[config.mk]
export PLATFORM = sky130hd
export DESIGN_NAME = lodc_top
export DESIGN_NICKNAME = d
export VERILOG_FILES = /design/src/lodc_pkg.sv /design/src/lodc_chan.sv /design/src/lodc_top.sv
export SDC_FILE = /design/constraint.sdc
export NUM_CORES = 1
export LEC_CHECK = 0
export BUFFER_PORTS_ARGS = -buffer_cell sky130_fd_sc_hd__clkbuf_2
export CELL_PAD_IN_SITES_DETAIL_PLACEMENT = 1
export CELL_PAD_IN_SITES_GLOBAL_PLACEMENT = 1
export CORE_MARGIN = 2
export CORE_UTILIZATION = 40
export CTS_CLUSTER_SIZE = 12
export DETAILED_ROUTE_END_ITERATION = 8
export HOLD_SLACK_MARGIN = 0.15
export PLACE_DENSITY = 0.8
export SKIP_CTS_REPAIR_TIMING = 1
export SYNTH_ARGS = -nofsm -noshare
export SYNTH_HDL_FRONTEND = slang
export SYNTH_SLANG_ARGS = --single-unit
[constraint.sdc]
create_clock -name mclk_in -period 2.5 [get_ports mclk_in]
set_clock_uncertainty 0.05 [all_clocks]
set_input_delay 0.5 -clock mclk_in [delete_from_list [all_inputs] [get_ports mclk_in]]
set_output_delay 0.5 -clock mclk_in [all_outputs]
set_load 0.03 [all_outputs]
[src/lodc_pkg.sv]
/*
 lodc_pkg: constants, types and register map of the six-channel led output drive control.
 assumes a single core clock; byte-wide register port fed by the serial host interface.
*/
package lodc_pkg;
   localparam int unsigned NUM_CH = 6;
   localparam int unsigned DUTY_W = 4;
   localparam int unsigned DATA_W = 8;
   localparam int unsigned ADDR_W = 8;

   // register offsets
   localparam logic [7:0] DRIVE_TYPE_OFS = 8'h71;
   localparam logic [7:0] TOUCH_LINK_OFS = 8'h72;
   localparam logic [7:0] POLARITY_OFS   = 8'h73;
   localparam logic [7:0] HOST_ACT_OFS   = 8'h74;

   // field layout: channel n at bit n-1, bits 7..6 unused
   localparam int unsigned CH_LSB = 0;
   localparam int unsigned CH_MSB = 5;

   // reset values
   localparam logic [5:0] DRIVE_TYPE_RST = 6'h00;
   localparam logic [5:0] TOUCH_LINK_RST = 6'h00;
   localparam logic [5:0] POLARITY_RST   = 6'h00;
   localparam logic [5:0] HOST_ACT_RST   = 6'h00;
   localparam logic [5:0] MIRROR_RST     = 6'h00;

   // field values
   localparam logic OPEN_DRAIN   = 1'b0;
   localparam logic PUSH_PULL    = 1'b1;
   localparam logic POL_INVERTED = 1'b0;
   localparam logic POL_NONINV   = 1'b1;

   // breathe ramp direction
   typedef enum logic [1:0] {
      RAMP_UP   = 2'b01,
      RAMP_DOWN = 2'b10
   } lodc_ramp_type;

   // per-channel settings carried to the channel engine
   typedef struct packed {
      logic              drive_type;
      logic              polarity;
      logic              duty_mirror;
      logic              breathe;
      logic              actuate;
      logic [DUTY_W-1:0] min_duty;
      logic [DUTY_W-1:0] max_duty;
   } lodc_chan_cfg_type;

   // pin drive: level and enable
   typedef struct packed {
      logic level;
      logic oe;
   } lodc_pin_type;
endpackage

[src/lodc_chan.sv]
/*
 lodc_chan: one led channel: duty selection, breathe ramp, pwm compare and pin drive.
 assumes a shared pwm phase counter and a period-end pulse from the parent.
*/
`timescale 1ns/1ps
module lodc_chan #(
   parameter int unsigned DUTY_W = lodc_pkg::DUTY_W
) (
   input  wire logic                      mclk_in,
   input  wire logic                      arst_n_in,
   input  wire lodc_pkg::lodc_chan_cfg_type cfg_in,
   input  wire logic [DUTY_W-1:0]          phase_in,
   input  wire logic                      period_end_in,
   output      lodc_pkg::lodc_pin_type     pin_out
);
   localparam logic [DUTY_W-1:0] FULL = {DUTY_W{1'b1}};

   lodc_pkg::lodc_ramp_type ramp_dir;
   lodc_pkg::lodc_ramp_type next_ramp_dir;
   logic [DUTY_W-1:0]       ramp;
   logic [DUTY_W-1:0]       next_ramp;

   // settings relative to full scale when mirrored
   wire [DUTY_W-1:0] min_eff = cfg_in.duty_mirror ? FULL - cfg_in.min_duty : cfg_in.min_duty;
   wire [DUTY_W-1:0] max_eff = cfg_in.duty_mirror ? FULL - cfg_in.max_duty : cfg_in.max_duty;

   // not actuated: minimum; direct: maximum; breathe: ramp
   wire [DUTY_W-1:0] duty = !cfg_in.actuate ? min_eff :
                            (cfg_in.breathe ? ramp : max_eff);

   // inverted: duty is low time; non-inverted: duty is high time
   wire on_phase  = phase_in < duty;
   wire level_inv = !on_phase;
   wire level_non = on_phase;
   wire level     = (cfg_in.polarity == lodc_pkg::POL_NONINV) ? level_non : level_inv;

   // breathe ramp runs min to max and back while actuated, or holds at max once reached when min is above max
   always_comb begin
      next_ramp     = ramp;
      next_ramp_dir = ramp_dir;
      if (!cfg_in.actuate || !cfg_in.breathe) begin
         next_ramp     = min_eff;
         next_ramp_dir = lodc_pkg::RAMP_UP;
      end else if (period_end_in) begin
         case (ramp_dir)
            lodc_pkg::RAMP_UP: begin
               if (ramp == max_eff) begin
                  next_ramp_dir = lodc_pkg::RAMP_DOWN;
               end else if (ramp < max_eff) begin
                  next_ramp = ramp + 1'b1;
               end else begin
                  next_ramp = ramp - 1'b1;
               end
            end
            lodc_pkg::RAMP_DOWN: begin
               if (ramp <= min_eff) begin
                  next_ramp_dir = lodc_pkg::RAMP_UP;
               end else begin
                  next_ramp = ramp - 1'b1;
               end
            end
            default: begin
               next_ramp_dir = lodc_pkg::RAMP_UP;
            end
         endcase
      end
   end

   always_ff @(posedge mclk_in or negedge arst_n_in) begin
      if (!arst_n_in) begin
         ramp     <= '0;
         ramp_dir <= lodc_pkg::RAMP_UP;
      end else begin
         ramp     <= next_ramp;
         ramp_dir <= next_ramp_dir;
      end
   end

   // open-drain pulls low for level 0, releases for 1; push-pull drives both
   always_ff @(posedge mclk_in or negedge arst_n_in) begin
      if (!arst_n_in) begin
         pin_out <= '{level: 1'b0, oe: 1'b0};
      end else if (cfg_in.drive_type == lodc_pkg::PUSH_PULL) begin
         pin_out <= '{level: level, oe: 1'b1};
      end else begin
         pin_out <= '{level: 1'b0, oe: !level};
      end
   end
endmodule // lodc_chan

[src/lodc_top.sv]
/*
 lodc_top: led output drive control: four control registers, touch linking, mirror
 tracking and six pwm channel engines driving open-drain or push-pull pins.
 assumes the serial host interface presents byte accesses on one clock, touch flags come
 from the sensor logic on the same clock, and duty/behaviour settings from their registers.
*/
// How it works
// - bit n-1 of each control register serves channel n, channels 1 to 6
// - drive type 0: open-drain, low when active, released when inactive
// - drive type 1: push-pull, drives high for one, low for zero
// - linked channel is actuated by a detected touch on its sensor
// - unlinked channel ignores touches; host bit and behaviour govern it
// - host actuate bit is ignored for a linked channel
// - a linked touch acts exactly like host actuate written to one
// - inverted polarity: actuated value one gives a low pin
// - non-inverted: actuated value one gives high, or released if open-drain
// - polarity writes copy into mirror bits unless mirror blocking is set
// - inverted: duty is low time; unactuated runs at minimum duty
// - inverted breathe ramps low time from minimum up to maximum
// - non-inverted: duty is high time; unactuated runs at full minus minimum
// - non-inverted breathe ramps from full minus minimum to full minus maximum
// - non-inverted direct peak is full minus maximum duty
// - host bit zero gives minimum duty, one gives actuation or maximum
// - mirror bits change duty interpretation only, never the pin directly
// - mirror set: duty settings relative to full scale, else to zero
`timescale 1ns/1ps
module lodc_top #(
   parameter int unsigned NUM_CH = lodc_pkg::NUM_CH,
   parameter int unsigned DUTY_W = lodc_pkg::DUTY_W
) (
   input  wire logic                        mclk_in,
   input  wire logic                        arst_n_in,
   input  wire logic [lodc_pkg::ADDR_W-1:0] reg_addr_in,
   input  wire logic [lodc_pkg::DATA_W-1:0] reg_wdata_in,
   input  wire logic                        reg_wr_in,
   input  wire logic                        reg_rd_in,
   input  wire logic [NUM_CH-1:0]           touch_detect_in,
   input  wire logic                        mirror_follow_block_in,
   input  wire logic [NUM_CH-1:0]           breathe_en_in,
   input  wire logic [NUM_CH*DUTY_W-1:0]    min_duty_in,
   input  wire logic [NUM_CH*DUTY_W-1:0]    max_duty_in,
   output      logic [lodc_pkg::DATA_W-1:0] reg_rdata_out,
   output      logic                        reg_rvalid_out,
   output      logic [NUM_CH-1:0]           chan_duty_mirror_out,
   output      logic [NUM_CH-1:0]           led_pin_out,
   output      logic [NUM_CH-1:0]           led_pin_oe_out
);
   // address match shared by the write and read paths
   function automatic logic reg_hit(input logic [7:0] addr, input logic [7:0] ofs);
      reg_hit = (addr == ofs);
   endfunction

   logic [NUM_CH-1:0]       led_pin_drive_type;
   logic [NUM_CH-1:0]       sensor_to_led_link;
   logic [NUM_CH-1:0]       led_pin_polarity;
   logic [NUM_CH-1:0]       led_host_actuate;
   logic [DUTY_W-1:0]       phase;
   logic [DUTY_W-1:0]       next_phase;
   logic [lodc_pkg::DATA_W-1:0] next_rdata;

   // register decode
   wire hit_type = reg_hit(reg_addr_in, lodc_pkg::DRIVE_TYPE_OFS);
   wire hit_link = reg_hit(reg_addr_in, lodc_pkg::TOUCH_LINK_OFS);
   wire hit_pol  = reg_hit(reg_addr_in, lodc_pkg::POLARITY_OFS);
   wire hit_act  = reg_hit(reg_addr_in, lodc_pkg::HOST_ACT_OFS);
   wire [NUM_CH-1:0] wr_bits = reg_wdata_in[NUM_CH-1:0];

   // actuation source per channel
   wire [NUM_CH-1:0] actuate = (sensor_to_led_link & touch_detect_in)
                             | (~sensor_to_led_link & led_host_actuate);

   // readback, upper bits zero, unmapped reads zero
   wire [NUM_CH-1:0] rd_bits = hit_type ? led_pin_drive_type :
                               hit_link ? sensor_to_led_link :
                               hit_pol  ? led_pin_polarity :
                               hit_act  ? led_host_actuate : '0;
   assign next_rdata = {{(lodc_pkg::DATA_W-NUM_CH){1'b0}}, rd_bits};

   // pwm phase counter shared by all channels
   assign next_phase = phase + 1'b1;
   wire period_end = (phase == {DUTY_W{1'b1}});

   always_ff @(posedge mclk_in or negedge arst_n_in) begin
      if (!arst_n_in) begin
         phase <= '0;
      end else begin
         phase <= next_phase;
      end
   end

   // control registers
   always_ff @(posedge mclk_in or negedge arst_n_in) begin
      if (!arst_n_in) begin
         led_pin_drive_type <= lodc_pkg::DRIVE_TYPE_RST;
         sensor_to_led_link <= lodc_pkg::TOUCH_LINK_RST;
         led_pin_polarity   <= lodc_pkg::POLARITY_RST;
         led_host_actuate   <= lodc_pkg::HOST_ACT_RST;
      end else if (reg_wr_in) begin
         if (hit_type) begin
            led_pin_drive_type <= wr_bits;
         end
         if (hit_link) begin
            sensor_to_led_link <= wr_bits;
         end
         if (hit_pol) begin
            led_pin_polarity <= wr_bits;
         end
         if (hit_act) begin
            led_host_actuate <= wr_bits;
         end
      end
   end

   // mirror bits track polarity writes unless blocked
   always_ff @(posedge mclk_in or negedge arst_n_in) begin
      if (!arst_n_in) begin
         chan_duty_mirror_out <= lodc_pkg::MIRROR_RST;
      end else if (reg_wr_in && hit_pol && !mirror_follow_block_in) begin
         chan_duty_mirror_out <= wr_bits;
      end
   end

   // read data, registered
   always_ff @(posedge mclk_in or negedge arst_n_in) begin
      if (!arst_n_in) begin
         reg_rdata_out  <= '0;
         reg_rvalid_out <= 1'b0;
      end else begin
         reg_rvalid_out <= reg_rd_in;
         if (reg_rd_in) begin
            reg_rdata_out <= next_rdata;
         end
      end
   end

   // channel engines
   genvar ch;
   generate
      for (ch = 0; ch < NUM_CH; ch++) begin : g_chan
         lodc_pkg::lodc_chan_cfg_type cfg;
         lodc_pkg::lodc_pin_type      pin;

         // mirror reaches only the duty interpretation
         assign cfg = '{drive_type:  led_pin_drive_type[ch],
                        polarity:    led_pin_polarity[ch],
                        duty_mirror: chan_duty_mirror_out[ch],
                        breathe:     breathe_en_in[ch],
                        actuate:     actuate[ch],
                        min_duty:    min_duty_in[ch*DUTY_W +: DUTY_W],
                        max_duty:    max_duty_in[ch*DUTY_W +: DUTY_W]};

         lodc_chan #(
            .DUTY_W (DUTY_W)
         ) u_chan (
            .mclk_in       (mclk_in),
            .arst_n_in     (arst_n_in),
            .cfg_in        (cfg),
            .phase_in      (phase),
            .period_end_in (period_end),
            .pin_out       (pin)
         );

         assign led_pin_out[ch]    = pin.level;
         assign led_pin_oe_out[ch] = pin.oe;
      end
   endgenerate
endmodule // lodc_top

Word-level counts from Yosys, hierarchy flattened:

Index checks and enable logic that the tools add are counted.

* add/sub/neg operators: 25
* $lt $le $gt $ge: 18
* equal/unequal tests: 47
* multiplexer cells: 106
* bitwise operators: 4
* reductions and logical operators: 61

Operator list (count)
* $mux 4: 54
* $mux 2: 30
* $lt 4x4->1: 12
* $pmux 4 s2: 6
* $sub 4x4->4 const A: 12
* $ne 3x1->1 const B: 12
* $ne 3x2->1 const B: 12
* $eq 8x7->1 const B: 4
* $add 4x1->4 const B: 7
* $logic_not 1->1: 25
* $eq 4x4->1: 6
* $le 4x4->1: 6
* $mux 6: 4
* $pmux 2 s2: 6
* $reduce_and 4->1: 6
* $sub 4x1->4 const B: 6
* $reduce_and 3->1: 6
* $reduce_bool 3->1: 6
* $and 6x6->6: 2
* $eq 2x1->1 const B: 6
* $eq 2x2->1 const B: 6
* $reduce_bool 2->1: 6
* $reduce_and 2->1: 4
* $logic_or 1x1->1: 6
* other kinds (5): 11

* register bits after elaboration: 89
* input bits: 81
* output and inout port bits: 27

Longest topological paths before layout:

* depth after elaboration: 9
* depth in mapped cells: 11
* mapped depth without buffers: 11

Hierarchy:

A second synthesis with hierarchy kept.

* cells, all modules: 905
* area total of the unflattened synthesis: 8363.0 µm²

By module, submodules not included
* lodc_chan at g_chan[1].u_chan ...: times used 5, cells an instance 127, area each 1076.0 µm², seq. area each 201.4 µm²
* lodc_top: times used 1, cells an instance 142, area each 1949.4 µm², seq. area each 1026.0 µm²
* lodc_chan at g_chan[0].u_chan: times used 1, cells an instance 128, area each 1033.5 µm², seq. area each 201.4 µm²

Worst setup path before layout:

OpenSTA, ideal clock, no wires.

* kind: input -> register
* from: in touch_detect_in[5]
* to: reg g_chan[5].u_chan.pin_out[0] in the netlist's numbering
* data arrival time: 2.286 ns
* required time: 2.349 ns
* slack: 0.063 ns
* stages on the path: 11
* buffers on the path: 0
* path through: mux2i_1 > nor2_1 > a22oi_1 > nand2_1 > o21ai_0 > o21ai_0 > ha_1 > o21ai_0 > a21oi_1 > mux2_1 > nor4_1

* word-level cells in the longest chain between the ends: 8

RTL lines
* start: declaration: RTL line lodc_top.sv:37 `input wire logic [NUM_CH-1:0] touch_detect_in,`
* $and 6x6->6 *: RTL line lodc_top.sv:69 `wire [NUM_CH-1:0] actuate = (sensor_to_led_link & touch_detect_in)`
* $or 6x6->6 *: RTL line lodc_top.sv:70 `| (~sensor_to_led_link & led_host_actuate);`
* $mux 4 *: RTL line lodc_chan.sv:28 `wire [DUTY_W-1:0] duty = !cfg_in.actuate ? min_eff :`
* $lt 4x4->1 *: RTL line lodc_chan.sv:32 `wire on_phase = phase_in < duty;`
* $logic_not 1->1: RTL line lodc_chan.sv:33 `wire level_inv = !on_phase;`
* $mux 1 *: RTL line lodc_chan.sv:35 `wire level = (cfg_in.polarity == lodc_pkg::POL_NONINV) ? level_non : level_inv;`
* $logic_not 1->1 *: RTL line lodc_chan.sv:86 `pin_out <= '{level: 1'b0, oe: !level};`
* $mux 2 *: RTL line lodc_chan.sv:83 `end else if (cfg_in.drive_type == lodc_pkg::PUSH_PULL) begin`
* end signal: assignment: RTL line lodc_chan.sv:82 `pin_out <= '{level: 1'b0, oe: 1'b0};`
* end signal: assignment: RTL line lodc_chan.sv:84 `pin_out <= '{level: level, oe: 1'b1};`
* end signal: assignment: RTL line lodc_chan.sv:86
* end: declaration: RTL line lodc_chan.sv:14 `output lodc_pkg::lodc_pin_type pin_out`

Every way passes the cells marked *; elsewhere a longest branch is shown, timed or not.
A chain may end at the register's enable or synchronous reset.

Worst setup path in the final report:

* from: reg chan_duty_mirror_out[1]
* to: reg g_chan[1].u_chan.pin_out[1] in the netlist's numbering

* word-level cells in the longest chain between the ends: 7

RTL lines
* start: declaration: RTL line lodc_top.sv:44 `output logic [NUM_CH-1:0] chan_duty_mirror_out,`
* start signal: assignment: RTL line lodc_top.sv:117 `chan_duty_mirror_out <= lodc_pkg::MIRROR_RST;`
* start signal: assignment: RTL line lodc_top.sv:119 `chan_duty_mirror_out <= wr_bits;`
* $mux 4: RTL line lodc_chan.sv:25 `wire [DUTY_W-1:0] max_eff = cfg_in.duty_mirror ? FULL - cfg_in.max_duty : cfg_in.max_duty;`
* $mux 4: RTL line lodc_chan.sv:29 `(cfg_in.breathe ? ramp : max_eff);`
* $mux 4 *: RTL line lodc_chan.sv:28
* $lt 4x4->1 *: RTL line lodc_chan.sv:32
* $logic_not 1->1: RTL line lodc_chan.sv:33
* $mux 1 *: RTL line lodc_chan.sv:35
* $mux 2 *: RTL line lodc_chan.sv:83
* end signal: assignment: RTL line lodc_chan.sv:82
* end signal: assignment: RTL line lodc_chan.sv:84
* end signal: assignment: RTL line lodc_chan.sv:86
* end: declaration: RTL line lodc_chan.sv:14

Marks and branches as above.

==> flow_summary.yaml <==
logic_synthesis:
  synth_top_area_cell: "dfrtp_1"
  yosysMostFrequentCell: "dfrtp_1"
  ys.flop_type: "dfrtp_1"
  synth_common_cells: "83 x dfrtp_1, 67 x ha_1, 53 x nand2_1"
  ys_ff_latch: 89
  ys_warn_count: 0
  async_flop_share: 1.00
  synth-seq-area-share: 0.276
  yosysTopAreaCellShare: 0.257
  ys_top_cells_by_area: "dfrtp_1 26%, ha_1 10%, mux2_2 5.1%, xnor2_1 3.8%, nand2b_1 3.4%"
  synth_cell_type_count: 80
  synth-edff-count: 0
  avgSynthCellArea_um2: 8.92
  syn_inst: 908
  mappedNetlistArea_um2: 8100
placement:
  dp.cells: 1332
  dpl.hpwl_mm: 19.8
  io_buffers: 103
  pre_cts_ws_ps: -277
  place.gp.congestion: 0.904
worst_setup_path:
  cp.required_ps: 2680
  critPathMaxFanout: 6
  path_class: "reg -> reg"
  crit_arrival_ps: 2630
  cpPeakStageDelay_ps: 490
  startpoint_type: "flop"
  cp-startpoint: "chan_duty_mirror_out[1]$_DFFE_PN0P_"
  worstReg2RegStart: "chan_duty_mirror_out[1]$_DFFE_PN0P_"
  crit_path_cell_trace: "buf_2, xor2_2, mux2i_1, ha_1, o21ai_1, a21oi_1, and4_1, or4_1"
  slowest_stage: "dfrtp_2"
  critPathCaptureType: "flop"
global_routing:
  gr-total-overflow: 0
  grt_pass1_vias: 8073
  grt_usage: 0.243
  grt_max_degree: 48
  grt_pass1_wl_mm: 42.2
  antenna_found_initial: 0
clocking:
  cts.clk_slew.worst_paths_ps: 70
  cts_buffers: 9
  htreeDepth: 3
  clock_latency_ps: 360
  cts_sinks: 89
  root_buffer: "clkbuf_16"
  cts_buffer_depth: 2
  cts_tree: "done"
detailed_routing:
  ant_nets: 0
  drt_iter0_markers: 295
  wl_met3_um: 994
  top_layer: "met4"
  dr_wl_met2_mm: 13.1
  drc_errors: 0
  routed_wl_mm: 26.3
  via_per_inst: 5.78
  dr.pass1.iters: 5
  vias: 7817
  routedWlPerCell_um: 19.5
  wl_met1_mm: 11.5
timing:
  setup_violations: 0
  slew_viol_final: 0
  worst_slack_ps: 51.9
  final.setup.tns_ps: 0
  slew_headroom: 0.614
  whs_ps: 405
  rsz0062_at_grt: "yes"
  tightest_slew_ps: 574
  finalHoldViolCount: 0
  period_needed_ps: 2450
  fmax_mhz: 408
  period_share: 0.979
floorplan:
  dieWidth_um: 146
  die_h_um: 146
  initial_core_util: 0.404
  rows: 52
  num_io_pins: 108
  core_region_area_um2: 20000
  die_area_um2: 21400
final_layout:
  nNetsFinal: 1225
  diodes: 0
  areaGrowthSynthToFinish_pct: 24.8
  fillers: 2396
  seq_area_um2: 2240
  instances_no_fill: 1352
  drive_above_1_share: 0.306
  multi_input_comb_area_um2: 5750
pwr:
  combPwrFrac: 0.272
  clock_power_share: 0.354
  ir_worst_vdd_uv: 292
  p_seq_frac: 0.374
  p_int_uw: 2910
  power.leakage_uw: 0.00454
  p_sw_frac: 0.321
  power_density_nw_per_um2: 424
  power_uw: 4290
  power_switching_uw: 1370
run_status:
  status: "complete, no violations"
worst_hold_path:
  hold_class: "in -> reg"
  hold_start: "reg_rd_in"
flow_run:
  cap_violations: 0
metrics by stage:
stage	util	instance area [µm²]
finish	0.504	10100
global route	0.504	10100
global placement	0.472	9460
floorplan	-	8100
detailed placement	0.472	9460
CTS	0.488	9770
metal layers:
| layer | vias up | track usage |
|---|---|---|
| li1 | 3689 | - |
| met1 | 3910 | 0.312 |
| met2 | 171 | 0.423 |
| met3 | 47 | 0.0275 |
| met4 | 0 | 0.0893 |
| met5 | - | 0 |
area by class of cell:
class                      instances  area share
sequential                        89       0.222
clock inverter                     5     0.00805
inverter                          42      0.0156
multi-input combinational        733       0.569
timing repair buffer             202       0.129
tap                              270      0.0334
clock buffer                      11      0.0230
worst paths after layout:
kind	endpoint	slack, ps	depth (start not counted)
setup / recovery	g_chan[1].u_chan.pin_out[1]$_DFF_PN0_	50	8
hold / removal	reg_rvalid_out$_DFF_PN0_	400	1
setup reg to reg	g_chan[1].u_chan.pin_out[1]$_DFF_PN0_	50	8
hold reg to reg	phase[1]$_DFF_PN0_	470	1
max in group asynchronous	g_chan[2].u_chan.ramp_dir[0]$_DFFE_PN1P_	1140	3
min in group asynchronous	g_chan[3].u_chan.ramp[0]$_DFFE_PN0P_	530	2
registers in the layout (all words and copies together), names as in the netlist:
| register | count |
|---|---|
| sensor_to_led_link | 6 |
| led_pin_polarity | 6 |
| led_pin_drive_type | 6 |
| led_host_actuate | 6 |
| reg_rvalid_out | 1 |
| phase | 4 |
| chan_duty_mirror_out | 6 |
| reg_rdata_out | 6 |
| g_chan.u_chan.ramp | 24 |
| g_chan.u_chan.ramp_dir | 12 |
| g_chan.u_chan.pin_out | 12 |
cell families (layout without fill, tap and decap cells):
| kind of cell | count (synthesis) | in the layout | synth area share |
|---|---|---|---|
| AOI/OAI and AO/OA | 232 | 232 | 0.192 |
| xor gates and xnor gates | 69 | 69 | 0.0886 |
| adders and majority gates | 68 | 68 | 0.105 |
| buffers and inverters | 87 | 260 | 0.0501 |
| DFF | 89 | 89 | 0.276 |
| muxes | 60 | 60 | 0.0801 |
| other | 1 | 2 | 0.000463 |
| and+or+nand+nor | 302 | 302 | 0.208 |
worst max-delay path, delay by kind of cell, from the launching register on:
kind / cells / cell delay [ps]
compound gates: 2 / 240
xor+xnor: 1 / 190
fa+ha+maj: 1 / 270
buf+inv: 1 / 200
flops: 1 / 490
mux: 1 / 180
simple gates: 2 / 710
placed cells by master, fill, tap and decap left out, types with 6 or more instances in the layout:
| master | n |
|---|---|
| clkbuf_2 | 102 |
| buf_4 | 95 |
| dfrtp_1 | 78 |
| ha_1 | 63 |
| nand2_1 | 53 |
| nor2_1 | 50 |
| nand2b_1 | 44 |
| inv_1 | 42 |
| o21ai_0 | 39 |
| mux2_2 | 37 |
| a21oi_1 | 35 |
| nand3_1 | 33 |
| a31oi_1 | 26 |
| xnor2_1 | 21 |
| xor2_1 | 21 |
| mux2i_1 | 21 |
| o211ai_1 | 20 |
| nor3_1 | 18 |
| nor2b_1 | 17 |
| xnor2_2 | 16 |
| and3_1 | 16 |
| o21ai_1 | 15 |
| nor4_1 | 10 |
| a21o_1 | 9 |
| clkbuf_16 | 9 |
| nor4b_1 | 8 |
| a21oi_2 | 8 |
| o41ai_1 | 8 |
| a211oi_1 | 8 |
| nor3b_1 | 7 |
| a211o_1 | 7 |
| nand4_1 | 7 |
| and2_1 | 7 |
| xnor3_1 | 6 |
| dfstp_2 | 6 |
power groups by stage:
stage	clock, µW	sequential, µW	combinational [µW]
floorplan	0	1620	646
global placement	0	1620	1040
detailed placement	0	1620	1090
CTS	1530	1600	1100
global route	1590	1610	1290
finish	1520	1600	1170
No activity file was read; power rests on OpenSTA's default activity.
